--- src/rtl/tks_defines.svh ---
// constants for the touch key scan control block
`ifndef TKS_DEFINES_SVH
`define TKS_DEFINES_SVH
// register byte offsets
`define TKS_OFF_GCTL 8'h00
`define TKS_OFF_IEN 8'h04
`define TKS_OFF_ISTS 8'h08
`define TKS_OFF_ICLR 8'h0C
`define TKS_OFF_MCTL 8'h10
`define TKS_OFF_REFC 8'h20
`define TKS_OFF_SENSE 8'h40
`define TKS_OFF_END 8'h80
// field positions
`define TKS_GCTL_START 0
`define TKS_GCTL_SHARED 1
`define TKS_GCTL_RUNNING 2
`define TKS_MCTL_TSS 7
`define TKS_MCTL_ROEN 5
`define TKS_MCTL_KOEN 4
`define TKS_MCTL_RELOAD 8
// reset values
`define TKS_MCTL_RST 8'h00
`define TKS_RELOAD_RST 8'h00
// system clock division for the alternative slot clock
`define TKS_SYS_DIV 4
`define TKS_RESP_OK 2'b00
`define TKS_RESP_ERR 2'b10
`endif

--- src/rtl/tks_pkg.sv ---
// types of the touch key scan control block
package tks_pkg;
  typedef enum logic [1:0] {
    PH_IDLE = 2'b01,
    PH_RUN = 2'b10
  } tks_phase_t;
  typedef struct packed {
    tks_phase_t phase;
    logic start;
    logic start_q;
    logic shared_sel;
    logic [3:0][7:0] mctl;
    logic [3:0][7:0] reload;
    logic [3:0][7:0] tmr8;
    logic [3:0][4:0] slot5;
    logic [3:0][15:0] refc;
    logic [15:0][15:0] sense;
    logic [15:0][15:0] result;
    logic [3:0] done;
    logic [1:0] div;
    logic ists;
    logic ien;
    logic aw_have;
    logic w_have;
    logic [7:0] awaddr;
    logic [31:0] wdata;
    logic [3:0] wstrb;
    logic bvalid;
    logic [1:0] bresp;
    logic rvalid;
    logic [1:0] rresp;
    logic [31:0] rdata;
  } tks_state_t;
endpackage

--- src/rtl/tks_top.sv ---
// touch key scan control with an AXI4-Lite register slave
`timescale 1ns/1ns
`include "tks_defines.svh"
module tks_top #(
  parameter int NUM_MOD = 4,
  parameter int KEYS_PER_MOD = 4
) (
  input wire logic core_clk_i, // system clock, 100 MHz
  input wire logic reset_n_i, // async reset, active low
  input wire logic [7:0] s_axi_awaddr, // write address
  input wire logic s_axi_awvalid, // write address valid
  output logic s_axi_awready, // write address ready
  input wire logic [31:0] s_axi_wdata, // write data
  input wire logic [3:0] s_axi_wstrb, // byte enables
  input wire logic s_axi_wvalid, // write data valid
  output logic s_axi_wready, // write data ready
  output logic [1:0] s_axi_bresp, // write response
  output logic s_axi_bvalid, // write response valid
  input wire logic s_axi_bready, // write response ready
  input wire logic [7:0] s_axi_araddr, // read address
  input wire logic s_axi_arvalid, // read address valid
  output logic s_axi_arready, // read address ready
  output logic [31:0] s_axi_rdata, // read data
  output logic [1:0] s_axi_rresp, // read response
  output logic s_axi_rvalid, // read data valid
  input wire logic s_axi_rready, // read data ready
  input wire logic [15:0] sense_tick_i, // one pulse per sense osc cycle
  input wire logic [3:0] ref_tick_i, // one pulse per reference osc cycle
  output logic [15:0] key_pin_sel_o, // 1: pin routed to touch input
  output logic [15:0] sense_osc_run_o, // sense oscillator run enable
  output logic [3:0] ref_osc_run_o, // reference oscillator run enable
  output logic irq_o // touch interrupt, level
);

  // ****************************************************************
  // state and decoded controls
  // ****************************************************************
  tks_pkg::tks_state_t st_ff;
  tks_pkg::tks_state_t nxt_st;
  logic start_edge;
  logic div_tick;
  logic ev;
  logic [3:0] tick;
  logic [3:0] ovn;
  logic [3:0] part;
  logic aw_hs;
  logic w_hs;
  logic ar_hs;
  logic do_wr;
  logic [7:0] wa;
  logic [31:0] wd;
  logic [3:0] ws;

  // handshake readies
  assign s_axi_awready = !st_ff.aw_have && !st_ff.bvalid;
  assign s_axi_wready = !st_ff.w_have && !st_ff.bvalid;
  assign s_axi_arready = !st_ff.rvalid;
  assign s_axi_bvalid = st_ff.bvalid;
  assign s_axi_bresp = st_ff.bresp;
  assign s_axi_rvalid = st_ff.rvalid;
  assign s_axi_rresp = st_ff.rresp;
  assign s_axi_rdata = st_ff.rdata;
  assign aw_hs = s_axi_awvalid && s_axi_awready;
  assign w_hs = s_axi_wvalid && s_axi_wready;
  assign ar_hs = s_axi_arvalid && s_axi_arready;
  assign do_wr = (st_ff.aw_have || aw_hs) && (st_ff.w_have || w_hs);
  assign wa = aw_hs ? s_axi_awaddr : st_ff.awaddr;
  assign wd = w_hs ? s_axi_wdata : st_ff.wdata;
  assign ws = w_hs ? s_axi_wstrb : st_ff.wstrb;

  // slot clock and overflow per module
  assign start_edge = st_ff.start && !st_ff.start_q;
  assign div_tick = (st_ff.div == 2'(`TKS_SYS_DIV - 1));
  always_comb begin
    for (int n = 0; n < NUM_MOD; n++) begin
      tick[n] = st_ff.mctl[n][`TKS_MCTL_TSS] ? div_tick : ref_tick_i[0];
      ovn[n] = (st_ff.phase == tks_pkg::PH_RUN) && tick[n] && !st_ff.done[n]
        && (st_ff.tmr8[n] == 8'hFF) && (st_ff.slot5[n] == 5'h1F);
      part[n] = st_ff.mctl[n][`TKS_MCTL_KOEN] && (|st_ff.mctl[n][3:0]);
    end
  end

  // measurement end: module 0 alone, or all taking part modules
  assign ev = (st_ff.phase == tks_pkg::PH_RUN)
    && (st_ff.shared_sel ? ovn[0] : &(st_ff.done | ovn | ~part));

  // ****************************************************************
  // next state
  // ****************************************************************
  always_comb begin
    nxt_st = st_ff;
    nxt_st.start_q = st_ff.start;
    nxt_st.div = st_ff.div + 2'h1;
    // measurement phase
    case (st_ff.phase)
      tks_pkg::PH_IDLE: begin
        if (start_edge) begin
          nxt_st.phase = tks_pkg::PH_RUN;
          nxt_st.done = 4'h0;
          nxt_st.result = '0;
        end
      end
      tks_pkg::PH_RUN: begin
        for (int n = 0; n < NUM_MOD; n++) begin
          if (!st_ff.done[n]) begin
            // 8-bit timer then 5-bit slot counter
            if (tick[n]) begin
              if (st_ff.tmr8[n] == 8'hFF) begin
                nxt_st.tmr8[n] = st_ff.reload[n];
                nxt_st.slot5[n] = st_ff.slot5[n] + 5'h01;
                if (st_ff.slot5[n] == 5'h1F) begin
                  nxt_st.done[n] = 1'b1;
                end
              end else begin
                nxt_st.tmr8[n] = st_ff.tmr8[n] + 8'h01;
              end
            end
            if (ref_tick_i[n] && st_ff.mctl[n][`TKS_MCTL_ROEN]) begin
              nxt_st.refc[n] = st_ff.refc[n] + 16'h0001;
            end
            for (int j = 0; j < KEYS_PER_MOD; j++) begin
              if (sense_tick_i[n * 4 + j] && st_ff.mctl[n][j] && st_ff.mctl[n][`TKS_MCTL_KOEN]) begin
                nxt_st.sense[n * 4 + j] = st_ff.sense[n * 4 + j] + 16'h0001;
              end
            end
          end
        end
        if (ev) begin
          nxt_st.phase = tks_pkg::PH_IDLE;
          nxt_st.done = 4'hF;
          nxt_st.result = nxt_st.sense;
          nxt_st.sense = '0;
          nxt_st.refc = '0;
          nxt_st.slot5 = '0;
          nxt_st.tmr8 = '0;
        end else if (!st_ff.start) begin
          nxt_st.phase = tks_pkg::PH_IDLE;
        end
      end
      default: begin
        nxt_st.phase = tks_pkg::PH_IDLE;
      end
    endcase
    // start low holds counters cleared, 8-bit timer untouched
    if (!st_ff.start) begin
      nxt_st.sense = '0;
      nxt_st.refc = '0;
      nxt_st.slot5 = '0;
    end
    // write channel
    if (aw_hs) begin
      nxt_st.aw_have = 1'b1;
      nxt_st.awaddr = s_axi_awaddr;
    end
    if (w_hs) begin
      nxt_st.w_have = 1'b1;
      nxt_st.wdata = s_axi_wdata;
      nxt_st.wstrb = s_axi_wstrb;
    end
    if (st_ff.bvalid && s_axi_bready) begin
      nxt_st.bvalid = 1'b0;
    end
    if (do_wr) begin
      nxt_st.aw_have = 1'b0;
      nxt_st.w_have = 1'b0;
      nxt_st.bvalid = 1'b1;
      nxt_st.bresp = `TKS_RESP_OK;
      if (wa == `TKS_OFF_GCTL) begin
        if (ws[0]) begin
          nxt_st.start = wd[`TKS_GCTL_START];
          nxt_st.shared_sel = wd[`TKS_GCTL_SHARED];
        end
      end else if (wa == `TKS_OFF_IEN) begin
        if (ws[0]) begin
          nxt_st.ien = wd[0];
        end
      end else if (wa == `TKS_OFF_ICLR) begin
        if (ws[0] && wd[0]) begin
          nxt_st.ists = 1'b0;
        end
      end else if (wa == `TKS_OFF_ISTS) begin
        nxt_st.bresp = `TKS_RESP_OK;
      end else if (wa >= `TKS_OFF_MCTL && wa < `TKS_OFF_REFC && wa[1:0] == 2'b00) begin
        if (ws[0]) begin
          nxt_st.mctl[wa[3:2]] = wd[7:0] & 8'hBF;
        end
        if (ws[1]) begin
          nxt_st.reload[wa[3:2]] = wd[15:8];
        end
      end else if (wa >= `TKS_OFF_REFC && wa < `TKS_OFF_END && wa[1:0] == 2'b00) begin
        nxt_st.bresp = `TKS_RESP_OK;
      end else begin
        nxt_st.bresp = `TKS_RESP_ERR;
      end
    end
    // event wins over a clear in the same cycle
    if (ev) begin
      nxt_st.ists = 1'b1;
    end
    // read channel
    if (st_ff.rvalid && s_axi_rready) begin
      nxt_st.rvalid = 1'b0;
    end
    if (ar_hs) begin
      nxt_st.rvalid = 1'b1;
      nxt_st.rresp = `TKS_RESP_OK;
      nxt_st.rdata = 32'h0000_0000;
      if (s_axi_araddr == `TKS_OFF_GCTL) begin
        nxt_st.rdata[`TKS_GCTL_START] = st_ff.start;
        nxt_st.rdata[`TKS_GCTL_SHARED] = st_ff.shared_sel;
        nxt_st.rdata[`TKS_GCTL_RUNNING] = (st_ff.phase == tks_pkg::PH_RUN);
      end else if (s_axi_araddr == `TKS_OFF_IEN) begin
        nxt_st.rdata[0] = st_ff.ien;
      end else if (s_axi_araddr == `TKS_OFF_ISTS) begin
        nxt_st.rdata[0] = st_ff.ists;
      end else if (s_axi_araddr == `TKS_OFF_ICLR) begin
        nxt_st.rdata = 32'h0000_0000;
      end else if (s_axi_araddr >= `TKS_OFF_MCTL && s_axi_araddr < `TKS_OFF_REFC
                   && s_axi_araddr[1:0] == 2'b00) begin
        nxt_st.rdata[7:0] = st_ff.mctl[s_axi_araddr[3:2]];
        nxt_st.rdata[15:8] = st_ff.reload[s_axi_araddr[3:2]];
      end else if (s_axi_araddr >= `TKS_OFF_REFC && s_axi_araddr < `TKS_OFF_SENSE
                   && s_axi_araddr[1:0] == 2'b00) begin
        nxt_st.rdata[15:0] = st_ff.refc[s_axi_araddr[3:2]];
      end else if (s_axi_araddr >= `TKS_OFF_SENSE && s_axi_araddr < `TKS_OFF_END
                   && s_axi_araddr[1:0] == 2'b00) begin
        nxt_st.rdata[15:0] = st_ff.result[s_axi_araddr[5:2]];
      end else begin
        nxt_st.rresp = `TKS_RESP_ERR;
      end
    end
  end

  // ****************************************************************
  // state register
  // ****************************************************************
  always_ff @(posedge core_clk_i or negedge reset_n_i) begin
    if (!reset_n_i) begin
      st_ff <= '0;
      st_ff.phase <= tks_pkg::PH_IDLE;
      st_ff.mctl <= {4{`TKS_MCTL_RST}};
      st_ff.reload <= {4{`TKS_RELOAD_RST}};
    end else begin
      st_ff <= nxt_st;
    end
  end

  // ****************************************************************
  // outputs
  // ****************************************************************
  always_comb begin
    for (int n = 0; n < NUM_MOD; n++) begin
      ref_osc_run_o[n] = (st_ff.phase == tks_pkg::PH_RUN) && !st_ff.done[n]
        && st_ff.mctl[n][`TKS_MCTL_ROEN];
      for (int j = 0; j < KEYS_PER_MOD; j++) begin
        key_pin_sel_o[n * 4 + j] = st_ff.mctl[n][j];
        sense_osc_run_o[n * 4 + j] = (st_ff.phase == tks_pkg::PH_RUN) && !st_ff.done[n]
          && st_ff.mctl[n][`TKS_MCTL_KOEN] && st_ff.mctl[n][j];
      end
    end
  end
  assign irq_o = st_ff.ists && st_ff.ien;
endmodule

--- config.mk ---
export PLATFORM = sky130hd
export DESIGN_NAME = tks_top
export DESIGN_NICKNAME = d
export VERILOG_FILES = /design/src/rtl/tks_pkg.sv /design/src/rtl/tks_top.sv
export VERILOG_INCLUDE_DIRS = /design/src /design/src/rtl
export SDC_FILE = /design/constraint.sdc
export NUM_CORES = 2
export LEC_CHECK = 0
export BUFFER_PORTS_ARGS = -buffer_cell sky130_fd_sc_hd__clkbuf_2
export CAP_MARGIN = 30
export CORE_ASPECT_RATIO = 1.4
export CORE_UTILIZATION = 35
export DETAILED_ROUTE_END_ITERATION = 12
export SETUP_SLACK_MARGIN = 0.15
export SLEW_MARGIN = 25
export SYNTH_ARGS = -nofsm -noshare
export SYNTH_HDL_FRONTEND = slang
export SYNTH_SLANG_ARGS = --single-unit
--- constraint.sdc ---
create_clock -name core_clk_i -period 3.57 [get_ports core_clk_i]
set_input_delay 0.5355 -clock core_clk_i [delete_from_list [all_inputs] [get_ports core_clk_i]]
set_output_delay 0.5355 -clock core_clk_i [all_outputs]
set_load 0.005 [all_outputs]
======== Yosys cells after proc, flatten, opt, wreduce, memory -nomap -nowiden ========
Index checks and enable logic that the tools add are counted.
cells by class
  $lt $le $gt $ge ......................... 14
  $add $sub $neg .......................... 29
  bitwise gates (word level) .............. 7
  equal/unequal tests ..................... 43
  reduce and logical (&&, ||, !) cells .... 159
  multiplexer cells ....................... 131
operators by type and width
  kind                                                   number
  2-to-1 mux 340 bit                                     2
  2-to-1 mux 632 bit                                     1
  one-hot mux 260 bit (2 select lines)                   1
  2-to-1 mux 16 bit                                      31
  adder 16 x 1 -> 16 bit, second input constant          20
  2-to-1 mux 260 bit                                     1
  2-to-1 mux 64 bit                                      4
  2-to-1 mux 8 bit                                       16
  logical AND 1 bit                                      107
  2-to-1 mux 33 bit                                      2
  binary-select mux 16 bit (select 4 bit)                1
  bitwise mux 32 bit                                     2
  2-to-1 mux 5 bit                                       12
  inequality test 3 x 1 -> 1 bit, second input constant  12
  2-to-1 mux 35 bit                                      1
  2-to-1 mux 1 bit                                       33
  adder 8 x 1 -> 8 bit, second input constant            4
  binary-select mux 16 bit (select 2 bit)                1
  binary-select mux 8 bit (select 2 bit)                 2
  == test 8 x 4 -> 1 bit, second input constant          4
  == test 8 bit, second input constant                   4
  2-to-1 mux 31 bit                                      1
  2-to-1 mux 2 bit                                       15
  AND reduction 3 bit                                    10
  other kinds (36)                                       96
word-level totals
  bits in registers ....................... 771
  input port bits ......................... 79

======== Depth between registers and ports, before layout ========
  depth after elaboration ................. 14
  gate-level depth with buffers ........... 12
  mapped depth without buffers ............ 9

======== Worst setup path after synthesis ========
No wires, ideal clock.
  kind .................................... reg-to-reg
  from .................................... register st_ff[678] (netlist bit)
  to ...................................... register st_ff[617] (netlist bit)
  path slack .............................. 0.914 ns
  period minus slack after synthesis ...... 2.656 ns
  cell stages (with the launch flop) ...... 13
  required time ........................... 3.445 ns
  arrival ................................. 2.531 ns
  setup time .............................. 0.125 ns
  path buffers ............................ 3
  path through ............................ dfrtp_1 ha_1 and3_1 ha_1 or4bb_1 nor4_1 a2bb2oi_2 nand3_2 buf_6 buf_2 buf_2 nand4_1 o31ai_1
between the ends
  cells in the longest elaborated chain, start to end .. 10
  elaborated cells on any way between the ends .. 13
ends and longest elaborated chain
  what                             line            source
  start, declared                  tks_top.sv:38   tks_pkg::tks_state_t st_ff;
  start signal, assigned           tks_top.sv:244  st_ff <= nxt_st;
  == test 5 bit *                  tks_top.sv:78   && (st_ff.tmr8[n] == 8'hFF) && (st_ff.slot5[n] == 5'h1F);
  logical AND 1 bit *              tks_top.sv:78
  bitwise OR 4 bit * (2 in a row)  tks_top.sv:85   && (st_ff.shared_sel ? ovn[0] : &(st_ff.done | ovn | ~part));
  AND reduction 4 bit *            tks_top.sv:85
  2-to-1 mux 1 bit *               tks_top.sv:85
  logical AND 1 bit *              tks_top.sv:85
  2-to-1 mux 632 bit               tks_top.sv:128  if (ev) begin
  2-to-1 mux 340 bit               tks_top.sv:95   case (st_ff.phase)
  2-to-1 mux 340 bit               tks_top.sv:145  if (!st_ff.start) begin
Every way passes the cells marked *; elsewhere a longest branch is shown, timed or not. The select of a mux whose other input is x is not followed.
A chain may end at the register's enable or synchronous reset.

======== Final worst setup path ========
  from .................................... register st_ff[678] (netlist bit)
  to ...................................... register st_ff[265] (netlist bit)
between the ends
  cells in the longest elaborated chain, start to end .. 9
ends and longest elaborated chain
  what                                    line
  == test 5 bit                           tks_top.sv:78
  logical AND 1 bit                       tks_top.sv:78
  bitwise OR 4 bit (2 in a row)           tks_top.sv:85
  AND reduction 4 bit                     tks_top.sv:85
  2-to-1 mux 1 bit                        tks_top.sv:85
  logical AND 1 bit                       tks_top.sv:85
  inequality test 2 bit (no source line)  -
  AND reduction 3 bit (no source line)    -
No other way between the ends.

==> summary.txt <==
Status
  • Status: finished, final reports clean

Floorplan
  • Die height: 400 µm
  • Core area: approximately 110,000 µm²
  • DIE AREA: between 100,000 and 150,000 µm²
  • I/O pins: 157
  • Width of the die: 286 µm
  • Starting density of the core: ~35%
  • # rows: 145

Timing
  • Period minus WS final: approximately 3.1 ns
  • Fin Clk Skew: between 0.02 and 0.03 ns
  • Unrepaired setup endpoints after global routing: no
  • Max Clk Rate: 0.318 GHz
  • Worst-margin pin slew: 0.918 ns
  • Fin crit share: 88.2%
  • Slew Viols, Final: 0
  • Final hold vios: 0
  • Final setup violation count: 0
  • Slew Limit Headroom: 38.3%
  • TNS Setup: 0 ns

Drt
  • Avg WL per Cell: 20.3 µm
  • Initial detailed-routing violation count: between 2,000 and 2,500
  • ANT nets after route: 0
  • Pre-antenna DRT Iters: 5
  • WL final: 112 mm
  • Vias: 29,600
  • Drt drc: 0
  • Vias/cell: 5.35

Yosys
  • Sequential area share after synthesis: 47.3%
  • Largest family of logic cells by synthesized area: simple AND/OR/NAND/NOR gates
  • Synthesized area: around 40,000 µm²
  • Synth unique cells: 72
  • Ys flop type: dfrtp_1
  • Syn Area/Cell: 9.92 µm²
  • Post-synthesis simple-gate area fraction: ~20%
  • Yosys warns: 0
  • Synthesized flop and latch total: 748
  • Fraction of synthesized area in multiplexers: between 9 and 10%
  • Post-synthesis cell count: ~4,000
  • Number of flops mapped to enable cells by yosys: 0
  • Adder-cell share of the synthesized area: 1.04%
  • Post-Synth XOR/XNOR Area: 11.3%
  • Synth Area in Compound Gates: 6.50%
  • Ys async rst share: between 90% and 100%

Place
  • Number of I/O port buffers: 119
  • Post-DP Area: between 40,000 and 50,000 µm²
  • Post-DP HPWL: ~80 mm
  • RePlAce Congestion: 0.875

Final layout
  • # nets final: 4,109
  • Area taken by multi-input logic gates: 19,300 µm²
  • Register Area: approximately 19,000 µm²
  • Fillers: 11,000
  • Area growth, synth to finish: 12.3%
  • Share of cells above drive strength 1: 14.3%
  • Final core occ: 39.7%
  • Design Area, Final: 44,400 µm²

Global route
  • First-pass GRT wire length: 172 mm
  • Vias in the first global route: 28,900
  • Largest net degree at the start of global routing: around 150
  • All-layer global routing usage: 19.5%
  • Congestion Overflow GR: 0
  • Initial antenna violation count: 6

Worst setup path
  • Critical Path Start Type: register
  • CP endpoint kind: register
  • Crit path DAT: 3.68 ns
  • Max Fanout on Critical Path: 65
  • WP data required: 4.10 ns
  • Crit Path Class: reg2reg

Power and ir drop
  • Pwr Total: 19.8 mW
  • Worst VDD drop: approximately 0.00033 V
  • Pwr dens: 446 nW/µm²
  • LEAKAGE: 17.6 nW

Clock network
  • H-tree Lvls: 3
  • Total CTS buffers: 76
  • CTS tree: built
  • Clk_lat worst skew: 0.67 ns
  • Clock Pin Slew Worst Setup and Hold Paths: 0.06 ns
  • Clock Sinks: 748
  • Clk Tree Root Cell: clkbuf_16
  • Postcts setup bufs: 0
  • Maximum clock path buffer count: 3

Min path
  • Hold/Removal Path Class: in2reg

Run
  • # Max-Cap Violations: 0
## power breakdown
| part | switching [mW] | total, mW | internal (mW) |
|---|---|---|---|
| Combinational | 1.39 | 2.23 | 0.841 |
| Clock | 3.56 | 8.25 | 4.68 |
| Sequential | 0.411 | 9.32 | 8.91 |
| Total | 5.36 | 19.8 | 14.4 |
## cell type report
cell class,instances,share of cell area [%]
clock inverters,33,0.738
well taps,1470,4.14
inverters,40,0.338
flip-flops and latches,748,42.2
multi-input cells,2905,43.6
clock buffers,106,4.95
diodes,1,0.00564
repair buffers,226,4.12
## sequential cells by signal, summed over array words and instances, names as in the netlist
register / cells
key_pin_sel_o: 16
nxt_st: 1
s_axi_bresp: 1
s_axi_bvalid: 1
s_axi_rdata: 16
s_axi_rresp: 1
s_axi_rvalid: 1
st_ff: 711
## per-layer routing
metal | vias to the layer above | GRT usage, % | part of all wire, %
li1 | 13800 | - | -
met1 | 14800 | 23.3 | 40
met2 | 724 | 34.4 | 51
met3 | 225 | 2.53 | 4.3
met4 | 8 | 9.98 | 5.0
met5 | - | 0 | 0.040
## cells in the final DEF, fill, tap and decap left out, types with 47 or more instances in the layout
cell type,instances
nand4_1,88
nor2_1,506
mux2_2,90
buf_4,74
clkbuf_2,117
a21oi_1,63
o21ai_0,218
nor3_1,94
xor2_1,254
nand2_1,298
mux4_2,107
and3_1,64
nand3_1,399
o21ai_1,103
xnor2_1,258
clkbuf_16,79
dfrtp_1,747
mux2i_1,47
## worst max-delay path, cell delays in order, from the launching register on
cell and delay (ns):
dfrtp_1 0.38, ha_1 0.18, and3_1 0.16, ha_1 0.20, or4bb_1 0.48, nor4_1 0.21
buf_4 0.19, a2bb2oi_4 0.24, nand3_4 0.19, buf_12 0.26, buf_16 0.23, nand3_1 0.13
o21ai_0 0.11
## metrics by stage
stage / hold WS [ns] / std cells / worst slack, ns
3_5_place_dp: 0.416 / 5386 / 0.207
4_1_cts: 0.0212 / 5526 / 0.213
3_3_place_gp: 0.411 / 5386 / 0.242
5_1_grt: 0.0625 / 5528 / 0.223
6_report: 0.0533 / 5529 / 0.422
2_1_floorplan: 0.240 / 4004 / 0.914
## logic make-up (layout without fill, tap and decap cells)
family	after synthesis	count (layout)
xor gates and xnor gates	512	512
buffers and inverters	351	405
DFF	748	748
AOI/OAI and AO/OA	465	465
muxes	244	244
adders and majority gates	33	33
and+or+nand+nor	1633	1633
other	1	19
## path summary, 6_finish.rpt
kind,from,endpoint,slack [ns],cells past startpoint
max,st_ff[678],st_ff[265],0.42,12
max reg2reg,st_ff[678],st_ff[265],0.42,12
max in group asynchronous,reset_n_i,st_ff[138],2.00,3
min in group asynchronous,reset_n_i,st_ff[266],0.38,2
min,s_axi_rready,s_axi_rvalid,0.05,2
min reg2reg,st_ff[86],st_ff[86],0.43,1
## Yosys cell counts (all sizes together) (4+ instances only)
library cell / n / area (µm²)
mux4: 107 / 2410
nand2: 299 / 1130
and4: 22 / 193
nor2: 508 / 1910
nand4b: 10 / 93.8
nand3: 400 / 2010
nand4: 88 / 551
o31ai: 6 / 45.0
ha: 33 / 413
nand3b: 7 / 52.6
a221oi: 12 / 105
o21ai: 321 / 1610
xor2: 254 / 2220
clkbuf: 149 / 559
and4b: 12 / 120
a211oi: 15 / 113
xnor2: 258 / 2260
and3: 64 / 400
nor3b: 9 / 83.8
a22oi: 10 / 75.1
nand2b: 15 / 93.8
mux2: 90 / 1010
and2: 22 / 138
nor3: 96 / 490
mux2i: 47 / 470
a21oi: 63 / 315
or4: 6 / 45.0
or2: 16 / 100
nor4: 18 / 125
inv: 40 / 150
a21o: 5 / 37.5
a31oi: 9 / 56.3
or3: 14 / 87.6
buf: 162 / 923
dfrtp: 747 / 18700
a311oi: 5 / 43.8
a22o: 4 / 35.0
nor2b: 15 / 93.8
## timing repair
item / in CTS / in global routing
hold endpoints to repair: 36 / 0
hold buffers: 1 / 0
setup endpoints to repair: 0 / 65
gates resized for setup: 0 / 2
No activity file was read; power rests on OpenSTA's default activity.
